**config.mk**
```make
export PLATFORM = sky130hd
export DESIGN_NAME = return_and_rotate_exec
export DESIGN_NICKNAME = d
export VERILOG_FILES = /design/src/rtl/ret_rot_pkg.sv /design/src/rtl/return_and_rotate_exec.sv
export SDC_FILE = /design/constraint.sdc
export NUM_CORES = 1
export LEC_CHECK = 0
export BUFFER_PORTS_ARGS = -buffer_cell sky130_fd_sc_hd__buf_4
export CAP_MARGIN = 20
export CORE_UTILIZATION = 47
export CTS_BUF_LIST = sky130_fd_sc_hd__clkbuf_2
export CTS_CLUSTER_DIAMETER = 120
export DETAILED_ROUTE_END_ITERATION = 12
export GPL_TIMING_DRIVEN = 0
export PLACE_DENSITY = 0.85
export SLEW_MARGIN = 20
export SYNTH_ARGS = -nofsm -noshare
export SYNTH_HDL_FRONTEND = slang
export SYNTH_SLANG_ARGS = --single-unit
export TNS_END_PERCENT = 100
```
**constraint.sdc**
```tcl
create_clock -name clock_i -period 1.7 [get_ports clock_i]
set_clock_uncertainty 0.05 [all_clocks]
set_input_delay 0.34 -clock clock_i [delete_from_list [all_inputs] [get_ports clock_i]]
set_output_delay 0.34 -clock clock_i [all_outputs]
set_load 0.02 [all_outputs]
```
**src/rtl/ret_rot_pkg.sv**
```systemverilog
// Package with constants and carriers for the return and rotate execution unit.
// Operation
// RULE1: Interrupt return pops stack head into PC.
// RULE2: Interrupt return sets global enable bit 7.
// RULE3: Interrupt return: one word, two cycles.
// RULE4: Plain return pops head, enable unchanged.
// RULE5: Plain return takes two cycles.
// RULE6: Literal return writes eight-bit literal to W.
// RULE7: Literal return loads PC from stack head.
// RULE8: Literal return: two cycles, one word.
// RULE9: Left rotate operand through carry, address 0-127.
// RULE10: Left rotate: 0 to W, 1 to source.
// RULE11: Right rotate operand through carry.
// RULE12: Right rotate: clear to W, set to source.
// RULE13: Left: bit7 to carry; right: bit0 to carry.
// RULE14: Rotates change only carry; returns change none.
package ret_rot_pkg;
  localparam int DATA_W = 8;
  localparam int PC_W = 15;
  localparam int FILE_W = 7;
  localparam int GIE_BIT = 7;
  localparam int RET_CYCLES = 2;
  localparam int ROT_CYCLES = 1;
  localparam logic [7:0] W_RESET = 8'h00;
  localparam logic [7:0] IRQ_CTRL_RESET = 8'h00;
  localparam logic CARRY_RESET = 1'b0;
  localparam logic [14:0] PC_RESET = 15'h0000;
  localparam logic READY_RESET = 1'b1;
  localparam logic [1:0] HOLD_RESET = 2'h0;

  typedef enum logic [2:0] {
    OP_NONE,
    INTERRUPT_RETURN_OP,
    PLAIN_RETURN_OP,
    LITERAL_RETURN_OP,
    ROTATE_LEFT_CARRY_OP,
    ROTATE_RIGHT_CARRY_OP
  } op_t;

  typedef struct packed {
    op_t op;
    logic [7:0] literal;
    logic [6:0] file_addr;
    logic dest_file;
  } instr_t;

  typedef struct packed {
    logic we;
    logic [6:0] addr;
    logic [7:0] data;
  } file_wr_t;
endpackage

```
**src/rtl/return_and_rotate_exec.sv**
```systemverilog
// Executes the three return forms and the two rotate-through-carry operations.
`timescale 1ns/1ps
module return_and_rotate_exec (
  input wire logic clock_i,
  input wire logic nrst_i,
  input wire logic instr_valid_i,
  input wire ret_rot_pkg::instr_t instr_i,
  input wire logic [14:0] stack_head_entry_i,
  input wire logic [7:0] file_rd_data_i,
  output logic ready_o,
  output logic stack_pop_o,
  output logic pc_load_o,
  output logic [14:0] pc_o,
  output logic [7:0] w_o,
  output logic carry_o,
  output logic [7:0] irq_control_reg_o,
  output logic global_irq_enable_o,
  output ret_rot_pkg::file_wr_t file_wr_o
);
  import ret_rot_pkg::*;

  typedef enum logic {
    IDLE,
    RET_WAIT
  } state_t;

  // Registered state and the next value of each.
  state_t state;
  state_t next_state;
  logic [1:0] hold_count;
  logic [1:0] next_hold_count;
  logic ready;
  logic next_ready;
  logic [14:0] pc;
  logic [14:0] next_pc;
  logic pop;
  logic next_pop;
  logic pc_load;
  logic next_pc_load;
  logic [7:0] w;
  logic [7:0] next_w;
  logic carry;
  logic next_carry;
  logic [7:0] irq_ctrl;
  logic [7:0] next_irq_ctrl;
  file_wr_t fwr;
  file_wr_t next_fwr;

  // Decode of the instruction in hand.
  logic take;
  logic take_return;
  logic take_rotate;
  logic rotate_left;
  logic [7:0] left_bits;
  logic [7:0] right_bits;
  logic [7:0] rot_result;
  logic rot_carry;

  // True for the three codes that pop the call stack.
  function automatic logic is_return(input op_t op);
    case (op)
      INTERRUPT_RETURN_OP: begin
        is_return = 1'b1;
      end
      PLAIN_RETURN_OP: begin
        is_return = 1'b1;
      end
      LITERAL_RETURN_OP: begin
        is_return = 1'b1;
      end
      default: begin
        is_return = 1'b0;
      end
    endcase
  endfunction

  // True for the two rotate-through-carry codes.
  function automatic logic is_rotate(input op_t op);
    case (op)
      ROTATE_LEFT_CARRY_OP: begin
        is_rotate = 1'b1;
      end
      ROTATE_RIGHT_CARRY_OP: begin
        is_rotate = 1'b1;
      end
      default: begin
        is_rotate = 1'b0;
      end
    endcase
  endfunction

  // A new instruction is only taken while no return is still finishing.
  assign take = instr_valid_i && (state == IDLE);
  assign take_return = take && is_return(instr_i.op);
  assign take_rotate = take && is_rotate(instr_i.op);
  assign rotate_left = (instr_i.op == ROTATE_LEFT_CARRY_OP);

  // Both rotated words are built bit by bit; the old carry fills the vacated end.
  assign left_bits[0] = carry; // RULE13
  for (genvar i = 1; i < DATA_W; i++) begin : g_left
    assign left_bits[i] = file_rd_data_i[i - 1]; // RULE9
  end

  assign right_bits[DATA_W - 1] = carry; // RULE13
  for (genvar i = 0; i < DATA_W - 1; i++) begin : g_right
    assign right_bits[i] = file_rd_data_i[i + 1]; // RULE11
  end

  // Pick the direction; the bit leaving the operand becomes the new carry.
  always_comb begin
    if (rotate_left) begin
      rot_result = left_bits; // RULE9
      rot_carry = file_rd_data_i[DATA_W - 1]; // RULE13
    end else begin
      rot_result = right_bits; // RULE11
      rot_carry = file_rd_data_i[0]; // RULE13
    end
  end

  // Sequencing: a return holds off the next instruction for its second cycle.
  always_comb begin
    next_state = state;
    next_hold_count = hold_count;
    next_ready = ready;
    case (state)
      IDLE: begin
        if (take_return) begin
          next_state = RET_WAIT; // RULE3
          next_hold_count = 2'(RET_CYCLES - 1); // RULE5
          next_ready = 1'b0; // RULE8
        end
      end
      RET_WAIT: begin
        // Count down the cycles left in the return.
        if (hold_count <= 2'h1) begin
          next_state = IDLE; // RULE3
          next_hold_count = HOLD_RESET;
          next_ready = 1'b1; // RULE5 RULE8
        end else begin
          next_hold_count = hold_count - 2'h1;
        end
      end
      default: begin
        next_state = IDLE;
        next_hold_count = HOLD_RESET;
        next_ready = READY_RESET;
      end
    endcase
  end

  // Reset leaves the unit ready to take an instruction at the first edge.
  always_ff @(posedge clock_i or negedge nrst_i) begin
    if (!nrst_i) begin
      state <= IDLE;
      hold_count <= HOLD_RESET;
      ready <= READY_RESET;
    end else begin
      state <= next_state;
      hold_count <= next_hold_count;
      ready <= next_ready;
    end
  end

  // Stack pop and fetch-address load pulses, one cycle each.
  always_comb begin
    next_pop = 1'b0;
    next_pc_load = 1'b0;
    if (take_return) begin
      next_pop = 1'b1; // RULE1 RULE4
      next_pc_load = 1'b1; // RULE1 RULE7
    end
  end

  always_ff @(posedge clock_i or negedge nrst_i) begin
    if (!nrst_i) begin
      pop <= 1'b0;
      pc_load <= 1'b0;
    end else begin
      pop <= next_pop;
      pc_load <= next_pc_load;
    end
  end

  // Program counter takes the popped return address.
  always_comb begin
    next_pc = pc;
    if (take_return) begin
      next_pc = stack_head_entry_i; // RULE1 RULE4 RULE7
    end
  end

  always_ff @(posedge clock_i or negedge nrst_i) begin
    if (!nrst_i) begin
      pc <= PC_RESET;
    end else begin
      pc <= next_pc;
    end
  end

  // Working register: literal of a literal return or a rotate sent to W.
  always_comb begin
    next_w = w;
    if (take) begin
      case (instr_i.op)
        LITERAL_RETURN_OP: begin
          next_w = instr_i.literal; // RULE6
        end
        ROTATE_LEFT_CARRY_OP, ROTATE_RIGHT_CARRY_OP: begin
          if (!instr_i.dest_file) begin
            next_w = rot_result; // RULE10 RULE12
          end
        end
        default: begin
          next_w = w;
        end
      endcase
    end
  end

  always_ff @(posedge clock_i or negedge nrst_i) begin
    if (!nrst_i) begin
      w <= W_RESET;
    end else begin
      w <= next_w;
    end
  end

  // Carry is the only flag touched here, and only by a rotate.
  always_comb begin
    next_carry = carry;
    if (take_rotate) begin
      next_carry = rot_carry; // RULE14
    end
  end

  always_ff @(posedge clock_i or negedge nrst_i) begin
    if (!nrst_i) begin
      carry <= CARRY_RESET;
    end else begin
      carry <= next_carry;
    end
  end

  // Interrupt control: only the global enable bit is ever written.
  always_comb begin
    next_irq_ctrl = irq_ctrl;
    if (take) begin
      case (instr_i.op)
        INTERRUPT_RETURN_OP: begin
          next_irq_ctrl[GIE_BIT] = 1'b1; // RULE2
        end
        default: begin
          next_irq_ctrl = irq_ctrl; // RULE4
        end
      endcase
    end
  end

  always_ff @(posedge clock_i or negedge nrst_i) begin
    if (!nrst_i) begin
      irq_ctrl <= IRQ_CTRL_RESET;
    end else begin
      irq_ctrl <= next_irq_ctrl;
    end
  end

  // File write-back port, a one-cycle strobe with address and data.
  always_comb begin
    next_fwr = '0;
    if (take) begin
      case (instr_i.op)
        ROTATE_LEFT_CARRY_OP, ROTATE_RIGHT_CARRY_OP: begin
          if (instr_i.dest_file) begin
            next_fwr.we = 1'b1; // RULE10
            next_fwr.addr = instr_i.file_addr; // RULE12
            next_fwr.data = rot_result; // RULE10 RULE12
          end
        end
        default: begin
          next_fwr = '0;
        end
      endcase
    end
  end

  always_ff @(posedge clock_i or negedge nrst_i) begin
    if (!nrst_i) begin
      fwr <= '0;
    end else begin
      fwr <= next_fwr;
    end
  end

  // Every output is a register or a single bit of one.
  assign ready_o = ready;
  assign stack_pop_o = pop;
  assign pc_load_o = pc_load;
  assign pc_o = pc;
  assign w_o = w;
  assign carry_o = carry;
  assign irq_control_reg_o = irq_ctrl;
  assign global_irq_enable_o = irq_ctrl[GIE_BIT];
  assign file_wr_o = fwr;
endmodule

```
# Word-level counts from Yosys, hierarchy flattened
# Index checks and enable logic that the tools add are counted.
# Widths: inputs -> output; s select.
[totals]
ff_bits = 46
romBits = 0
latch_bits = 0
out_inout_bits = 52
mem_count = 0
input_bits = 45
ramBits = 0
word_cells = 49
[op_classes]
bitwise_logic = 1
n_mux = 18
n_eq_ne = 8
addsub = 1
multipliers = 0
n_shift = 0
n_div = 0
magnitude_cmp = 1
reduce_logical = 9
[op_table]
columns = ["op", "count"]
rows = [
  ["$mux 16", 3],
  ["$mux 8", 2],
  ["$pmux 8 s2", 1],
  ["$mux 1", 7],
  ["$eq 3x2->1 const B", 2],
  ["$eq 3x3->1 const B", 2],
  ["$mux 2", 2],
  ["$ne 2x2->1 const B", 2],
  ["$pmux 1 s2", 2],
  ["$pmux 2 s2", 1],
  ["$reduce_and 2->1", 2],
  ["$eq 3x1->1 const B", 1],
  ["$logic_and 1x1->1", 3],
  ["$reduce_and 3->1", 1],
  ["$reduce_or 3->1", 1],
  ["$le 2x1->1 const B", 1],
  ["$ne 2x1->1 const B", 1],
  ["$reduce_bool 2->1", 1],
  ["$reduce_or 2->1", 1],
  ["$sub 2x1->2 const B", 1],
  ["$not 1->1", 1],
]

# Logic depth before layout (Yosys ltp)
[depth]
ltp_word = 6
mapped_depth = 5
depth_no_buf = 4

# Least setup slack after synthesis
# Ideal clock, no wire load.
[synth_timing]
path_type = "input-to-reg"
from = "in instr_i[17] (netlist name)"
to = "reg w[0], in the netlist w_o[0]"
setup_ps = 125
required_ps = 1525
path_stages = 3
setup_slack_ps = 163
arrival_ps = 1362
path_buffers = 0
cell_sequence = "or3b_1 a21oi_4 mux2_2"
[synth_between]
elab_chain_len = 4
word_cells_on_any_way = 10
cone_classes = "4 x eq/ne; 3 x mux; 3 x reduce/logical"
[synth_lines]
columns = ["item", "line", "source"]
rows = [
  ["start: declaration", "return_and_rotate_exec.sv:7", "input wire ret_rot_pkg::instr_t instr_i,"],
  ["$eq 3x3->1 (on tied branches)", "return_and_rotate_exec.sv:96, return_and_rotate_exec.sv:204", ""],
  ["$mux 8 / $reduce_or 2->1 (equally long branches)", "-", ""],
  ["$mux 8 (tied with other cells)", "return_and_rotate_exec.sv:209", "if (!instr_i.dest_file) begin"],
  ["$pmux 8 s2 / $reduce_and 3->1 (equally long branches)", "-", ""],
  ["end signal: assignment", "return_and_rotate_exec.sv:224", "w <= next_w;"],
  ["end: declaration", "return_and_rotate_exec.sv:40", "logic [7:0] w;"],
]
# Several ways; a longest one is shown, not always the timed one. The select of a mux whose other input is x is not followed.
# A chain may end at the register's enable or synchronous reset.

# Worst setup path after layout
[layout_timing]
from = "reg state"
to = "reg pc[1], in the netlist pc_o[1]"
[layout_between]
elab_chain_len = 3
[layout_lines]
columns = ["item", "line", "source"]
rows = [
  ["start: declaration", "return_and_rotate_exec.sv:28", "state_t state;"],
  ["start signal: assignment", "return_and_rotate_exec.sv:158", "state <= next_state;"],
  ["$not 1->1", "-", ""],
  ["$logic_and 1x1->1", "return_and_rotate_exec.sv:93", "assign take = instr_valid_i && (state == IDLE);"],
  ["$logic_and 1x1->1", "return_and_rotate_exec.sv:94", "assign take_return = take && is_return(instr_i.op);"],
  ["end signal: assignment", "return_and_rotate_exec.sv:196", "pc <= next_pc;"],
  ["end: declaration", "return_and_rotate_exec.sv:34", "logic [14:0] pc;"],
]
# Every way passes these cells.

==> impl_metrics.toml <==
[synthesis]
ys_seq_elements = 46
synth_compound_area_frac = 0.03176
synth_top_area_cell = "dfrtp_1"
ys_seq_area_frac = 0.5735
ys_async_sr_fraction = 1.000
ys.warnings.count = 0
ys_types = 25
synth.area.top_cells = "dfrtp_1 (56%), mux2_2 (22%), mux2i_1 (4.5%)"
synth_xor_xnor_area_share = 0
synthSimpleGateAreaFrac = 0.07347
synth_edf_count = 0
synth_top_area_frac = 0.5604
postSynthCellCount = 148
synth_area_per_cell_sq_um = 13.58
synth_flop_cell = "dfrtp_1"
synthMuxAreaShare = 0.2634
syn-cell-area_sq_um = 2009
synthAdderAreaFrac = 0
ys_top_cells_by_count = "dfrtp_1 (45), mux2_2 (39), buf_4 (11), nor2_1 (11), mux2i_1 (9)"
yosysMostFrequentCell = "dfrtp_1"
synth_top_family_by_area = "multiplexers"

[pwr]
p_leak_nw = 1.441
power_density_nw_per_um2 = 981.7
ir_drop_mv = 0.7010

[global_routing]
grt_max_degree = 47
overflow = 0
grt_pass1_wl_mm = 6.320
antenna_found_initial = 0
gr-max-usage-layer = "met2"
grtUsageTotal = 0.1993
gr-usage-met2 = 0.3288
met3_usage = 0.09797
grt_pass1_vias = 1415
grtUsageMet1 = 0.2142

[sta]
setup_viol_count_final = 0
rsz0062_at_grt = "false"
worst_pin_slew_ps = 538.9
final_max_slew_viol_count = 0
maxSlewHeadroom = 0.6407
min_period_over_period = 0.9520
period_minus_slack_ps = 1618
clock.fmax_ghz = 0.6179
hold_viol_final = 0

[clock_network]
clk_pin_slew_worst_paths_ps = 250
clk_path_buf_depth = 2
htree_levels = 2
cts_root_buf = "clkbuf_2"
numCtsBuffers = 5
numClockSinks = 46
clk_latency_ps = 450
cts_tree = "built"

[drt]
post_drt_wl_per_cell_um = 13.50
viasPerCell = 4.781
route.antenna.remaining_nets = 0
dr.first_iter.drc_count = 49
drc_errors = 0
vias = 1463
totalWireLength_mm = 4.131
drtPass1Iterations = 4

[floorplan]
die_x_um = 67.39
core_region_area_sq_um = 4058
dieHeight_um = 67.39
num_rows = 23
io_pins = 97
die_area_sq_um = 4541
start_util = 0.4952

[worst_setup_path]
timing.rr.end = "pc_o[1]"
worstSetupStartpointType = "flip-flop"
crit-reg2reg-launch = "state"
cp.arrival_ps = 1910
worstSetupEndpointType = "flip-flop"
crit_required_ps = 1990
critPathKind = "reg -> reg"
r2r_cells = 4
cp_max_fo = 10
critPathMaxStageDelay_ps = 490
cp_cell_sequence = "nand2b_1 -> nor3_2 -> buf_4 -> mux2_2"
reg2reg_slack_ps = 80
cp_slowest_cell = "dfrtp_1"

[job]
drv_cap = 0

[hold_path]
hold_class = "in -> reg"
whs_endpoint = "pc_o[13]"
hold_path_depth = 2
min_from = "stack_head_entry_i[13]"

[final_layout]
stdcell_count = 306
drive_gt1_frac = 0.6055
fillCellCount = 316
syn2layout_area_growth_pct = 43.84
fin_area_sq_um = 2890
num_antenna_cells = 0
final_nets = 300

[outcome]
outcome = "finished clean"

[placement]
dp_cells = 293
dpl_cell_area_sq_um = 2763
port_buffers = 89
dpl.hpwl_mm = 3.212
globalplace.congestion = 0.8214
-- how the worst max path moves through the flow --
stage	startpoint	end	slack (ps)	cells after the start
floorplan	instr_i[17]	w_o[0]	160	3
global placement	instr_i[17]	w_o[6]	-40	4
detailed placement	instr_i[17]	w_o[4]	-50	4
CTS	state	pc_o[12]	50	4
global route	state	pc_o[11]	30	4
finish	state	pc_o[1]	80	4
-- what timing repair did --
item                                   CTS  global route
hold buffers                             1             4
gates cloned                             0             0
setup endpoints to repair                1            15
setup buffers                            0             0
gates resized for setup                  1             2
endpoints found under the hold margin   45             4
-- cell usage in the layout (no fill, tap or decap), types with 2 or more instances in the layout --
cell type        n
nor2_1          11
clkbuf_2         6
nor2b_1          2
buf_4          101
conb_1           7
dlygate4sd3_1    5
inv_1            4
mux2i_1          9
dfrtp_1         45
mux2_2          39
and2_1           7
-- registers in the layout (all words and copies together) (netlist names) --
| name | count |
|---|---|
| ready_o | 1 |
| pc_load_o | 1 |
| hold_count | 2 |
| state | 1 |
| carry_o | 1 |
| irq_control_reg_o | 1 |
| file_wr_o | 16 |
| w_o | 8 |
| pc_o | 15 |
-- metal layers --
layer  share of wire  up-vias
li1                -      709
met3           0.083        8
met5               0        -
met1            0.38      694
met2            0.51       52
met4           0.024        0
-- report_power, final --
| part | switching (mW) | total (mW) | internal [mW] | leakage, nW |
|---|---|---|---|---|
| Clock | 0.345 | 0.599 | 0.254 | 0.0392 |
| Combinational | 0.427 | 0.885 | 0.458 | 0.825 |
| Sequential | 0.0943 | 1.35 | 1.26 | 0.576 |
-- cell families after synthesis --
logic type,Yosys count
AO/OA/AOI/OAI,8
buffers and inverters,18
flip-flops,46
multiplexers,48
other,1
AND/OR/NAND/NOR,27
-- area by class of cell --
cell class	count	area [sq um]	share of cell area
Tap cell	50	62.56	0.02165
Inverter	4	15.01	0.005195
Timing Repair Buffer	94	718.2	0.2485
Clock buffer	6	30.03	0.01039
Multi-Input combinational cell	90	772.0	0.2671
Buffer	14	102.6	0.03550
Sequential cell	46	1152	0.3987
Clock inverter	2	37.54	0.01299
-- through the flow --
stage | utilization | total power, mW | hold slack [ps] | TNS [ps] | worst slack, ps
floorplan | - | 1.830 | -5.591 | 0 | 163.2
global placement | 0.6809 | 2.228 | 322.9 | -320.4 | -41.18
detailed placement | 0.6809 | 2.253 | 318.3 | -353.1 | -49.04
CTS | 0.7006 | 2.843 | 41.94 | 0 | 46.61
global route | 0.7123 | 2.975 | -0.7405 | 0 | 25.50
finish | 0.7123 | 2.837 | 46.37 | 0 | 81.54
-- critical path, delay by kind of cell (launching register included) --
family	cells	cell delay, ps
DFF	1	490
and+or+nand+nor	2	440
muxes	1	360
buffers and inverters	1	210
Note: power is estimated with default switching activity, not from simulation.
